File: src/include/isf_map.vh
// Purpose: register offsets, field positions and reset values of the status-flag block
// Assumes: AHB-Lite, 32-bit words, one register per aligned word
// Notes:   offsets are byte addresses
`ifndef ISF_MAP_VH
`define ISF_MAP_VH
`define ISF_OFF_STATUS    8'h00
`define ISF_OFF_CTRL      8'h04
`define ISF_OFF_TXDATA    8'h08
`define ISF_OFF_RXDATA    8'h0c
`define ISF_OFF_IRQ_STAT  8'h10
`define ISF_OFF_IRQ_MASK  8'h14
`define ISF_BIT_WCOL      7
`define ISF_BIT_ROV       6
`define ISF_BIT_DATA      5
`define ISF_BIT_STOP      4
`define ISF_BIT_START     3
`define ISF_BIT_RW        2
`define ISF_BIT_IBF       1
`define ISF_BIT_OBF       0
`define ISF_CTRL_EN       0
`define ISF_IRQ_WCOL      0
`define ISF_IRQ_ROV       1
`define ISF_IRQ_RXDONE    2
`define ISF_IRQ_TXDONE    3
`define ISF_IRQ_STOP      4
`define ISF_IRQ_W         5
`define ISF_RST_STATUS    16'h0000
`define ISF_RST_MASK      5'h00
`define ISF_RST_IRQ       5'h00
`endif

File: src/design/isf_status_flags.v
// Purpose: status flags of an i2c controller, reached over AHB-Lite
// Assumes: shift logic supplies one-cycle event pulses on the system clock
// Notes:   bus events come from logic on the same clock, so they are not synchronised
// Overview of operation
// - tx write while busy is discarded and sets write collision; software clears it
// - start and stop flags update on each condition; cleared while enable is 0
// - start flag is one when last condition was start or restart, else zero
// - slave direction flag is one for slave read, zero for slave write
// - inbound full set when reception completes; zero while receive register empty
// - outbound full is one while tx register holds a byte being sent
`timescale 1ns/1ps
`include "isf_map.vh"
module isf_status_flags (
  input  wire        sys_clk_i,
  input  wire        sys_rst_i,
  input  wire        hsel_i,
  input  wire [7:0]  haddr_i,
  input  wire [1:0]  htrans_i,
  input  wire        hwrite_i,
  input  wire [2:0]  hsize_i,
  input  wire [31:0] hwdata_i,
  input  wire        hready_i,
  output wire        hreadyout_o,
  output wire        hresp_o,
  output reg  [31:0] hrdata_o,
  input  wire        start_det_i,
  input  wire        stop_det_i,
  input  wire        rx_done_i,
  input  wire [7:0]  rx_byte_i,
  input  wire        slave_addr_i,
  input  wire        slave_read_i,
  input  wire        tx_busy_i,
  input  wire        tx_done_i,
  output reg  [7:0]  tx_byte_o,
  output reg         tx_load_o,
  output wire        module_enable_o,
  output wire        irq_o
);
  reg        ap_valid_reg;
  reg        ap_write_reg;
  reg  [7:0] ap_addr_reg;
  reg        en_reg;
  reg        wcol_reg;
  reg        rov_reg;
  reg        data_reg;
  reg        stop_reg;
  reg        start_reg;
  reg        rw_reg;
  reg        ibf_reg;
  reg        obf_reg;
  reg  [7:0] rx_hold_reg;
  reg  [4:0] irq_stat_reg;
  reg  [4:0] irq_mask_reg;
  reg        ap_valid_next;
  reg        ap_write_next;
  reg  [7:0] ap_addr_next;
  reg        en_next;
  reg  [4:0] irq_mask_next;
  reg        wcol_next;
  reg        rov_next;
  reg        start_next;
  reg        stop_next;
  reg        data_next;
  reg        rw_next;
  reg        ibf_next;
  reg  [7:0] rx_hold_next;
  reg        obf_next;
  reg  [7:0] tx_byte_next;
  reg        tx_load_next;
  wire [4:0]  irq_stat_next;
  wire        rov_set;
  wire [15:0] status_w;
  wire        wr_ph;
  wire        rd_ph;
  wire        tx_wr;
  wire        tx_collide;
  wire        rx_rd;
  wire        stat_wr;
  wire        irq_rd;
  wire [4:0]  irq_ev;

  // no wait states: every register answers in the data phase
  assign hreadyout_o = 1'b1;
  assign hresp_o     = 1'b0;
  assign module_enable_o = en_reg;
  assign wr_ph = ap_valid_reg & ap_write_reg;
  assign rd_ph = ap_valid_reg & ~ap_write_reg;
  assign tx_wr   = wr_ph & (ap_addr_reg == `ISF_OFF_TXDATA);
  // busy means a byte is still loaded or the shifter is running
  assign tx_collide = tx_wr & (tx_busy_i | obf_reg);
  assign rx_rd   = rd_ph & (ap_addr_reg == `ISF_OFF_RXDATA);
  assign stat_wr = wr_ph & (ap_addr_reg == `ISF_OFF_STATUS);
  assign irq_rd  = rd_ph & (ap_addr_reg == `ISF_OFF_IRQ_STAT);

  assign status_w = {8'h00, wcol_reg, rov_reg, data_reg, stop_reg,
                     start_reg, rw_reg, ibf_reg, obf_reg};

  // a read in the same cycle empties the buffer, so no overflow then
  assign rov_set = rx_done_i & en_reg & ibf_reg & ~rx_rd;
  // event bits: stop, tx done, rx done, overflow, write collision
  assign irq_ev = {stop_det_i & en_reg,
                   tx_done_i & en_reg,
                   rx_done_i & en_reg,
                   rov_set,
                   tx_collide};
  assign irq_o = |(irq_stat_reg & irq_mask_reg);

  // address phase is held for the data phase that follows
  always @* begin
    ap_valid_next = ap_valid_reg;
    ap_write_next = ap_write_reg;
    ap_addr_next  = ap_addr_reg;
    if (hready_i) begin
      ap_valid_next = hsel_i & htrans_i[1];
      ap_write_next = hwrite_i;
      ap_addr_next  = haddr_i;
    end
  end

  always @(posedge sys_clk_i) begin
    if (sys_rst_i) begin
      ap_valid_reg <= 1'b0;
      ap_write_reg <= 1'b0;
      ap_addr_reg  <= 8'h00;
    end else begin
      ap_valid_reg <= ap_valid_next;
      ap_write_reg <= ap_write_next;
      ap_addr_reg  <= ap_addr_next;
    end
  end

  // enable and interrupt mask are owned by software alone
  always @* begin
    en_next       = en_reg;
    irq_mask_next = irq_mask_reg;
    if (wr_ph & (ap_addr_reg == `ISF_OFF_CTRL))
      en_next = hwdata_i[`ISF_CTRL_EN];
    if (wr_ph & (ap_addr_reg == `ISF_OFF_IRQ_MASK))
      irq_mask_next = hwdata_i[`ISF_IRQ_W-1:0];
  end

  always @(posedge sys_clk_i) begin
    if (sys_rst_i) begin
      en_reg       <= 1'b0;
      irq_mask_reg <= `ISF_RST_MASK;
    end else begin
      en_reg       <= en_next;
      irq_mask_reg <= irq_mask_next;
    end
  end

  // error flags: set wins over the software clear
  always @* begin
    wcol_next = wcol_reg;
    rov_next  = rov_reg;
    if (tx_collide)
      wcol_next = 1'b1;
    else if (stat_wr & ~hwdata_i[`ISF_BIT_WCOL])
      wcol_next = 1'b0;
    if (rov_set)
      rov_next = 1'b1;
    else if (stat_wr & ~hwdata_i[`ISF_BIT_ROV])
      rov_next = 1'b0;
  end

  always @(posedge sys_clk_i) begin
    if (sys_rst_i) begin
      wcol_reg <= 1'b0;
      rov_reg  <= 1'b0;
    end else begin
      wcol_reg <= wcol_next;
      rov_reg  <= rov_next;
    end
  end

  // bus condition and slave direction flags
  always @* begin
    start_next = start_reg;
    stop_next  = stop_reg;
    data_next  = data_reg;
    rw_next    = rw_reg;
    if (!en_reg) begin
      start_next = 1'b0;
      stop_next  = 1'b0;
      data_next  = 1'b0;
      rw_next    = 1'b0;
    end else begin
      // stop wins if both are seen together: it is the later condition
      if (stop_det_i) begin
        start_next = 1'b0;
        stop_next  = 1'b1;
      end else if (start_det_i) begin
        start_next = 1'b1;
        stop_next  = 1'b0;
      end
      if (rx_done_i) begin
        data_next = ~slave_addr_i;
        if (slave_addr_i)
          rw_next = slave_read_i;
      end
    end
  end

  always @(posedge sys_clk_i) begin
    if (sys_rst_i) begin
      start_reg <= 1'b0;
      stop_reg  <= 1'b0;
      data_reg  <= 1'b0;
      rw_reg    <= 1'b0;
    end else begin
      start_reg <= start_next;
      stop_reg  <= stop_next;
      data_reg  <= data_next;
      rw_reg    <= rw_next;
    end
  end

  // overflowing byte is dropped; the unread byte is kept
  always @* begin
    ibf_next     = ibf_reg;
    rx_hold_next = rx_hold_reg;
    if (!en_reg) begin
      ibf_next = 1'b0;
    end else if (rx_done_i & (~ibf_reg | rx_rd)) begin
      ibf_next     = 1'b1;
      rx_hold_next = rx_byte_i;
    end else if (rx_rd) begin
      ibf_next = 1'b0;
    end
  end

  always @(posedge sys_clk_i) begin
    if (sys_rst_i) begin
      ibf_reg     <= 1'b0;
      rx_hold_reg <= 8'h00;
    end else begin
      ibf_reg     <= ibf_next;
      rx_hold_reg <= rx_hold_next;
    end
  end

  // a write while busy is refused, so at most one byte waits
  always @* begin
    obf_next     = obf_reg;
    tx_byte_next = tx_byte_o;
    tx_load_next = 1'b0;
    if (!en_reg) begin
      obf_next = 1'b0;
    end else if (tx_wr & ~tx_collide) begin
      obf_next     = 1'b1;
      tx_byte_next = hwdata_i[7:0];
      tx_load_next = 1'b1;
    end else if (tx_done_i) begin
      obf_next = 1'b0;
    end
  end

  always @(posedge sys_clk_i) begin
    if (sys_rst_i) begin
      obf_reg   <= 1'b0;
      tx_byte_o <= 8'h00;
      tx_load_o <= 1'b0;
    end else begin
      obf_reg   <= obf_next;
      tx_byte_o <= tx_byte_next;
      tx_load_o <= tx_load_next;
    end
  end

  // read clears; an event in the same cycle survives
  genvar gi;
  generate
    for (gi = 0; gi < `ISF_IRQ_W; gi = gi + 1) begin : g_irq
      assign irq_stat_next[gi] = irq_rd ? irq_ev[gi] : (irq_stat_reg[gi] | irq_ev[gi]);
    end
  endgenerate

  always @(posedge sys_clk_i) begin
    if (sys_rst_i)
      irq_stat_reg <= `ISF_RST_IRQ;
    else
      irq_stat_reg <= irq_stat_next;
  end

  // unmapped offsets and idle cycles read as zero
  always @* begin
    hrdata_o = 32'h0000_0000;
    if (rd_ph) begin
      case (ap_addr_reg)
        `ISF_OFF_STATUS:   hrdata_o = {16'h0000, status_w};
        `ISF_OFF_CTRL:     hrdata_o = {31'h0, en_reg};
        `ISF_OFF_TXDATA:   hrdata_o = {24'h0, tx_byte_o};
        `ISF_OFF_RXDATA:   hrdata_o = {24'h0, rx_hold_reg};
        `ISF_OFF_IRQ_STAT: hrdata_o = {27'h0, irq_stat_reg};
        `ISF_OFF_IRQ_MASK: hrdata_o = {27'h0, irq_mask_reg};
        default:           hrdata_o = 32'h0000_0000;
      endcase
    end
  end
endmodule // isf_status_flags

File: config.mk
export PLATFORM = sky130hd
export DESIGN_NAME = isf_status_flags
export DESIGN_NICKNAME = d
export VERILOG_FILES = /design/src/design/isf_status_flags.v
export VERILOG_INCLUDE_DIRS = /design/src /design/src/include
export SDC_FILE = /design/constraint.sdc
export NUM_CORES = 1
export LEC_CHECK = 0
export BUFFER_PORTS_ARGS = -buffer_cell sky130_fd_sc_hd__clkbuf_2
export CORE_MARGIN = 1
export CORE_UTILIZATION = 50
export DETAILED_ROUTE_END_ITERATION = 16
export GPL_ROUTABILITY_DRIVEN = 0
export PLACE_DENSITY = 0.87
export SLEW_MARGIN = 25
export SYNTH_ARGS = -nofsm -noshare
export SYNTH_HDL_FRONTEND = slang
export SYNTH_SLANG_ARGS = --single-unit
File: constraint.sdc
create_clock -name sys_clk_i -period 4.5 [get_ports sys_clk_i]
set_clock_uncertainty 0.05 [all_clocks]
set_input_delay 0.675 -clock sys_clk_i [delete_from_list [all_inputs] [get_ports sys_clk_i]]
set_output_delay 0.675 -clock sys_clk_i [all_outputs]
set_load 0.01 [all_outputs]
# --- Word-level counts from Yosys, hierarchy flattened ---
# Index checks and enable logic that the tools add are counted.
# W data, S select, Z words.
classes:
  n_bitwise: 35
  reduce_logical: 12
  n_mux: 18
  eq_ne: 5
op_table:
  columns: ["op", "n"]
  rows:
  - ["$pmux W8 S6", 1]
  - ["$and A1 B1 Y1", 19]
  - ["$eq A8 B4 Y1 const B", 2]
  - ["$eq A8 B5 Y1 const B", 2]
  - ["$mux W1", 16]
  - ["$reduce_bool A2 Y1", 5]
  - ["$eq A8 B3 Y1 const B", 1]
  - ["$logic_not A8 Y1", 1]
  - ["$mux W8", 1]
  - ["$not A1 Y1", 8]
  - ["$or A1 B1 Y1", 7]
  - ["$reduce_and A2 Y1", 3]
  - ["$and A5 B5 Y5", 1]
  - ["$reduce_or A5 Y1", 1]
  - ["$reduce_or A3 Y1", 1]
  - ["$reduce_or A2 Y1", 1]
word_totals:
  ff_bits: 46
  output_inout_bits: 45

# --- Logic depth before layout (Yosys ltp) ---
# Gate-level depths: netlist (run 1).
logic_depth:
  word_depth: 7
  ltp_mapped: 6
  mapped_depth_nobuf: 4

# --- Least setup slack after synthesis (run 1) ---
# No wires, ideal clock.
synth_timing:
  path_kind: "register to output"
  startpoint: "register ap_addr_reg[2]"
  endpoint: "output hrdata_o[2]"
  setup_slack_ps: 2439
  stages_incl_launch_ff: 7
  arrival_ps: 1336
  required_time_ps: 3775
  path_cell_list: "dfxtp_1 > buf_2 > buf_2 > mux2i_1 > o22ai_1 > a22oi_1 > nor2_1"
synth_via:
  elab_chain_len: 3
  word_cells_on_any_way: 8
synth_lines:
  columns: ["element", "line_no", "source"]
  rows:
  - ["start: declaration", "isf_status_flags.v:41", "reg [7:0] ap_addr_reg;"]
  - ["start signal: assignment", "isf_status_flags.v:128", "ap_addr_reg <= ap_addr_next;"]
  - ["$eq A8 B5 Y1, or another cell as far along", "isf_status_flags.v:289", "case (ap_addr_reg)"]
  - ["$pmux W8 S6 *", "isf_status_flags.v:289", null]
  - ["$mux W8 *", "isf_status_flags.v:288", "if (rd_ph) begin"]
  - ["end: declaration", "isf_status_flags.v:25", "output reg [31:0] hrdata_o,"]
# Mark *: on every way between the ends. The rest lies on a longest branch, timed or not.

# --- Worst setup path in the final report (run 1) ---
layout_timing:
  startpoint: "register ap_addr_reg[2]"
  endpoint: "output hrdata_o[0]"
# The elaborated chain is that of the path after synthesis.

==> summary.txt, run 1 <==
Outcome
  – Status: finished, final reports clean

Die
  – IO Pins: between 100 and 150
  – Chip Height: around 71 microns
  – Initial core utilization: 0.533
  – Die Span X: 70.8 microns
  – CORE AREA: 4440 sq um
  – Total die area: 5010 sq um
  – Row count: 24

Yosys
  – Post-synthesis register bit count: between 40 and 50
  – Sequential-to-total area share from yosys stat: 0.389
  – Warnings from Yosys: 0
  – Number of synthesized flops with an enable pin: 0
  – Post-synthesis cell count: roughly 270
  – Predominant post-synthesis flop cell: dfxtp_1
  – Syn Area/Cell: 8.70 sq um
  – Synthesized cell area: 2370 sq um
  – Number of distinct library cells after synthesis: 41
  – Async SR Flop Fraction: 0

Timing
  – Slew @ Worst Pin: 949 ps
  – Final Hold Viols: 0
  – Crit path time final: ~3000 ps
  – Max_slew headroom: 0.366
  – Final max-slew violation count: 0
  – Final Worst Setup Slack: 1540 ps
  – Finish-stage setup viols: 0
  – Final period util: 0.657
  – Fmax: ~340 MHz
  – Setup TNS: 0 ps
  – Unrepaired setup endpoints after global routing: false
  – Min Hold Slack: between 400 and 500 ps

Setup path
  – Crit Path Category: flip-flop to output pin
  – Worst EP arrival: approximately 2200 ps
  – CP Launch Type: flip-flop
  – Crit Path Max Fanout: 23
  – CP required: between 3000 and 4000 ps
  – CP Capture Type: output pin
  – R2R cell count: 4
  – R2r startpoint: ap_addr_reg[2]
  – Flop2flop setup slack: roughly 2300 ps
  – R2R Path End: irq_mask_reg[2]

Placement
  – Placed cells: about 370
  – Area post-placement: roughly 2500 sq um
  – DP Wirelength: around 4000 microns
  – Pre-CTS WS: between 1500 and 2000 ps
  – Port bufs: 55

Clock network
  – Num CTS Buffers: 5
  – Clock sinks: 46
  – Cts hold-fix bufs: 0
  – PostCTS Resize Cnt: 0
  – H-tree depth: 2
  – CTS Root Buffer Type: clkbuf_8
  – Post CTS Setup Buffer Count: 0
  – CTS tree: done
  – Clock slew at reported path FFs: approximately 90 ps
  – Clk_lat worst skew: around 300 ps
  – Max Root-Sink Buffers: 2

GRT
  – Global route hottest layer: met2
  – First-pass GRT wire length: slightly below 9000 microns
  – Initial antenna violation count: 0
  – Largest net degree at the start of global routing: 31
  – M1 GR Usage: 0.278
  – Grt met3 use: 0.0271
  – Vias in the first global route: around 1900
  – Met2 usage: 0.374
  – Tot GR Track Use: 0.219
  – GR Overflow Total: 0

Final layout
  – Most frequent cells in the layout: clkbuf_2 (55), dfxtp_1 (46), mux2i_1 (34)
  – Commonest non-fill, non-tap cell in the layout: clkbuf_2
  – Area delta synth->final: 11.6%
  – Post-Layout Cell Count: roughly 370
  – Layout cells sized above 1: 0.233
  – Layout fillers: between 300 and 400
  – Cell area after layout: between 2000 and 3000 sq um
  – Core Util, Final: 0.594
  – Nets: just under 400
  – Antenna diodes: 0

Drt
  – Average routed wire per standard cell: ~15 microns
  – Post-route antenna net violation count: 0
  – Drt drc: 0
  – WL final: 5440 microns
  – Vias: slightly above 2000
  – DR iter-0 viols: about 200
  – Pre-antenna DRT Iters: 7
  – Number of vias per cell: between 5 and 6

Pwr
  – Sequential Power Share: 0.562
  – Net Sw Frac: 0.272
  – Pwr dens: approximately 290 nW/um^2
  – Psw: around 0.2 mW
  – Clock power frac: 0.344
  – Design Power: between 0.7 and 0.8 mW
  – Peak VDD IR: approximately 0.00017 V
  – Static leakage: around 1.1 nW
  – P_int: 0.553 mW
  – Combinational power share: 0.095

Hold path
  – HP Start: rx_hold_reg[6]
  – Hold EP: rx_hold_reg[6]
  – Hold depth: 2
  – Worst hold path type: flip-flop to flip-flop

Job
  – Max-cap violations: 0
## cell type report
| cell class | instances | area (sq um) | area share |
|---|---|---|---|
| clock inverters | 3 | 25.0 | 0.00947 |
| repair buffers | 55 | 275 | 0.104 |
| inverters | 6 | 22.5 | 0.00853 |
| multi-input cells | 207 | 1260 | 0.478 |
| clock buffers | 5 | 68.8 | 0.0261 |
| flip-flops and latches | 46 | 921 | 0.349 |
| well taps | 52 | 65.1 | 0.0246 |
## synth_stat cells, types with 3 or more instances
master / count / area, sq um
nor3_1: 3 / 15.0
o22ai_1: 3 / 18.8
nor3b_1: 3 / 22.5
o21ai_1: 9 / 45.0
nand2b_1: 3 / 18.8
and2_1: 3 / 18.8
nand3_1: 12 / 60.1
clkbuf_1: 5 / 18.8
a21oi_1: 14 / 70.1
a31oi_1: 4 / 25.0
dfxtp_1: 46 / 921
nand2_1: 32 / 120
a22oi_1: 4 / 30.0
inv_1: 4 / 15.0
a22o_1: 3 / 26.3
buf_4: 29 / 218
nor2_1: 26 / 97.6
nor2_2: 5 / 31.3
mux2i_1: 34 / 340
## power by group through the flow
stage	registers [mW]	logic, mW	clock network [mW]
3_3_place_gp	0.435	0.0689	0
3_5_place_dp	0.435	0.0707	0
6_report	0.426	0.0717	0.261
4_1_cts	0.426	0.0710	0.263
5_1_grt	0.427	0.0799	0.276
2_1_floorplan	0.427	0.0697	0
## worst max-delay path, cell delays in order (launching register included)
cell	delay (ps)
dfxtp_1	950
mux4_2	610
a21oi_1	160
nor2_1	70
clkbuf_2	130
## worst max-delay path by stage
| stage | startpoint | end | slack (ps) | cells past startpoint |
|---|---|---|---|---|
| 2_1_floorplan | ap_addr_reg[2] | hrdata_o[2] | 2440 | 6 |
| 3_3_place_gp | ap_addr_reg[2] | hrdata_o[0] | 1930 | 4 |
| 3_5_place_dp | ap_addr_reg[2] | hrdata_o[0] | 1900 | 4 |
| 4_1_cts | ap_addr_reg[2] | hrdata_o[0] | 1560 | 4 |
| 5_1_grt | ap_addr_reg[2] | hrdata_o[0] | 1470 | 4 |
| 6_report | ap_addr_reg[2] | hrdata_o[0] | 1540 | 4 |
## per-layer routing
layer	share of wire	up-vias	routed length, microns
li1	-	1002	-
met1	0.43	957	2330
met2	0.49	100	2650
met3	0.064	10	346
met4	0.020	0	110
met5	0	-	0
## logic make-up (layout without fill, tap and decap cells)
family | count (synthesis) | count (layout) | synth area share
multiplexers | 35 | 35 | 0.153
buffers and inverters | 43 | 69 | 0.115
AND/OR/NAND/NOR | 101 | 101 | 0.220
other | 2 | 26 | 0.00317
flip-flops | 46 | 46 | 0.389
AO/OA/AOI/OAI | 45 | 45 | 0.119
Note: power is estimated with default switching activity, not from simulation.
==> run 2, diff against run 1 <==
--- a/config.mk
+++ b/config.mk
@@ -8,10 +8,10 @@
 export LEC_CHECK = 0
 export BUFFER_PORTS_ARGS = -buffer_cell sky130_fd_sc_hd__clkbuf_2
 export CORE_MARGIN = 1
-export CORE_UTILIZATION = 50
+export CORE_UTILIZATION = 42
 export DETAILED_ROUTE_END_ITERATION = 16
 export GPL_ROUTABILITY_DRIVEN = 0
-export PLACE_DENSITY = 0.87
+export PLACE_DENSITY = 0.78
 export SLEW_MARGIN = 25
 export SYNTH_ARGS = -nofsm -noshare
 export SYNTH_HDL_FRONTEND = slang
==> constraint.sdc (replaced) <==
create_clock -name sys_clk_i -period 2.5 [get_ports sys_clk_i]
set_clock_uncertainty 0.05 [all_clocks]
set_input_delay 0.375 -clock sys_clk_i [delete_from_list [all_inputs] [get_ports sys_clk_i]]
set_output_delay 0.375 -clock sys_clk_i [all_outputs]
set_load 0.01 [all_outputs]
==> run 2 against run 1 <==
Net effect:
- cell area is 0.76% higher
- sequential power is 79% higher
- via count is 1.6% lower
- flip-flop and latch count stayed put
- critical endpoint is now hrdata_o[3]
==> summary.txt, run 2 (synthesis results as in run 1) <==
Final layout
  – Layout cells sized above 1: 0.236 (+0.00311)
  – Nets: 387 (+0.26%)
  – Antenna diodes: 0 (unchanged)
  – Area delta synth->final: 12.4%
  – Most frequent cells in the layout: clkbuf_2 (55), dfxtp_1 (46), mux2i_1 (34)
  – Cell area after layout: 2660 sq um (+0.76%)
  – Commonest non-fill, non-tap cell in the layout: clkbuf_2

Die
  – Row count: 26 (+8.3%)
  – Initial core utilization: 0.449 (-0.0835)
  – Total die area: 5940 sq um (+18%)
  – CORE AREA: 5270 sq um (+19%)
  – IO Pins: 110 (unchanged)
  – Chip Height: 77.1 microns (+8.9%)
  – Die Span X: 77.1 microns (+8.9%)

Pwr
  – Psw: 0.342 mW (+66%)
  – Peak VDD IR: 0.000234 V (+35%)
  – Static leakage: 1.08 nW (+0.43%)
  – Design Power: 1.32 mW (+74%)
  – P_int: 0.981 mW (+78%)
  – Net Sw Frac: 0.259 (-0.0129)
  – Pwr dens: 497 nW/um^2 (+73%)
  – Combinational power share: 0.101 (+0.006)
  – Sequential Power Share: 0.576 (+0.014)
  – Clock power frac: 0.323 (-0.021)

Setup path
  – Slowest stage delay, CP: 730 ps (-220 ps)
  – R2r startpoint: ap_addr_reg[3]
  – CP Launch Type: flip-flop
  – Crit Path Max Fanout: 17 (-26%)
  – R2R cell count: 4 (unchanged)
  – Worst EP arrival: 1900 ps (-330 ps)
  – CP top delay family: flip-flops
  – CP Capture Type: output pin
  – Crit-path cells: nand2b_1 > o22ai_1 > a22oi_1 > nor2_1 > clkbuf_2
  – Flop2flop setup slack: 410 ps (-1910 ps)
  – CP required: 2080 ps (-1690 ps)
  – WP depth: 5 (+1)
  – CP max-delay cell: dfxtp_1
  – Crit Path Category: flip-flop to output pin
  – Critical path buffers and inverters: 1 (unchanged)
  – R2R Path End: wcol_reg

Job
  – Max-cap violations: 0 (unchanged)

GRT
  – GR Overflow Total: 0 (unchanged)
  – Tot GR Track Use: 0.190 (-0.0282)
  – Largest net degree at the start of global routing: 31 (unchanged)
  – Initial antenna violation count: 0 (unchanged)
  – First-pass GRT wire length: 8860 microns (+2.1%)
  – Vias in the first global route: 1842 (-2.3%)

Hold path
  – Worst hold path type: input port to flip-flop
  – Hold depth: 2 (unchanged)
  – HP Start: stop_det_i
  – Hold EP: start_reg

Drt
  – Post-route antenna net violation count: 0 (unchanged)
  – Average routed wire per standard cell: 13.7 microns (-5.9%)
  – Metal2 WL: 2510 microns (-5.5%)
  – Vias: 2035 (-1.6%)
  – Top layer used by detailed routing: met4
  – DR iter-0 viols: 231 (+14%)
  – Number of vias per cell: 5.19 (-6.2%)
  – Drt drc: 0 (unchanged)
  – WL final: 5370 microns (-1.3%)
  – Pre-antenna DRT Iters: 4 (-3)
  – Metal-1 WL: 2360 microns (+1.2%)
  – Met3 wire len: 398 microns (+15%)

Clock network
  – CTS tree: done
  – Cts hold-fix bufs: 0 (unchanged)
  – PostCTS Resize Cnt: 0 (unchanged)
  – Max Root-Sink Buffers: 2 (unchanged)
  – Clock sinks: 46 (unchanged)
  – CTS Root Buffer Type: clkbuf_8
  – Clock slew at reported path FFs: 80 ps (about the same)
  – Num CTS Buffers: 5 (unchanged)
  – Clk_lat worst skew: 300 ps (about the same)
  – H-tree depth: 2 (unchanged)
  – Post CTS Setup Buffer Count: 0 (unchanged)

Timing
  – Min Hold Slack: 226 ps (-195 ps)
  – Setup TNS: 0 ps (unchanged)
  – Final period util: 0.929
  – Slew @ Worst Pin: 678 ps (-271 ps)
  – Final Hold Viols: 0 (unchanged)
  – Final max-slew violation count: 0 (unchanged)
  – Crit path time final: about 2300 ps
  – Max_slew headroom: 0.548 (+0.182)
  – Fmax: 431 MHz
  – Unrepaired setup endpoints after global routing: false
  – Finish-stage setup viols: 0 (unchanged)

Outcome
  – Status: finished, final reports clean

Placement
  – DP Wirelength: 4110 microns (+0.40%)
  – Area post-placement: 2580 sq um (+1.2%)
  – Port bufs: 55 (unchanged)
-- run 2: area by class of cell --
type | instances | area [sq um]
inverter | 6 | 22.5
clock inverter | 2 | 10.0
fill | 494 | 2610
clock buffer | 5 | 68.8
sequential | 46 | 921
timing repair buffer | 56 | 283
multi-input combinational | 207 | 1270
tap | 70 | 87.6
-- run 2: worst max path at each step --
stage | from | endpoint | slack, ps
2_1_floorplan | ap_addr_reg[2] | hrdata_o[2] | 740
3_3_place_gp | ap_addr_reg[0] | hrdata_o[4] | 470
3_5_place_dp | ap_addr_reg[3] | wcol_reg | 450
4_1_cts | ap_addr_reg[0] | hrdata_o[4] | 140
5_1_grt | ap_addr_reg[0] | hrdata_o[4] | 40
6_report | ap_addr_reg[3] | hrdata_o[3] | 180
-- run 2: through the flow --
stage	util	setup WS (ps)	cells
2_1_floorplan	-	739	296
3_3_place_gp	0.489	475	385
3_5_place_dp	0.489	452	385
4_1_cts	0.504	141	392
5_1_grt	0.505	38.5	392
6_report	0.505	177	392
-- run 2: routing by layer --
metal	GRT usage	up-vias
li1	-	1002
met1	0.249	922
met2	0.294	102
met3	0.0512	9
met4	0.0811	0
met5	0	-
-- run 2: power groups by stage --
stage / clock network (mW) / registers (mW) / logic (mW)
5_1_grt: 0.467 / 0.764 / 0.150
6_report: 0.427 / 0.762 / 0.134
3_3_place_gp: 0 / 0.779 / 0.131
4_1_cts: 0.435 / 0.762 / 0.133
3_5_place_dp: 0 / 0.780 / 0.133
2_1_floorplan: 0 / 0.769 / 0.125
-- run 2: worst register-to-register path, cell delays in order (launching register included) --
cell     delay (ps)
dfxtp_1         730
nor3b_1         310
nand4_1         380
or3_1           490
nand2_1          80
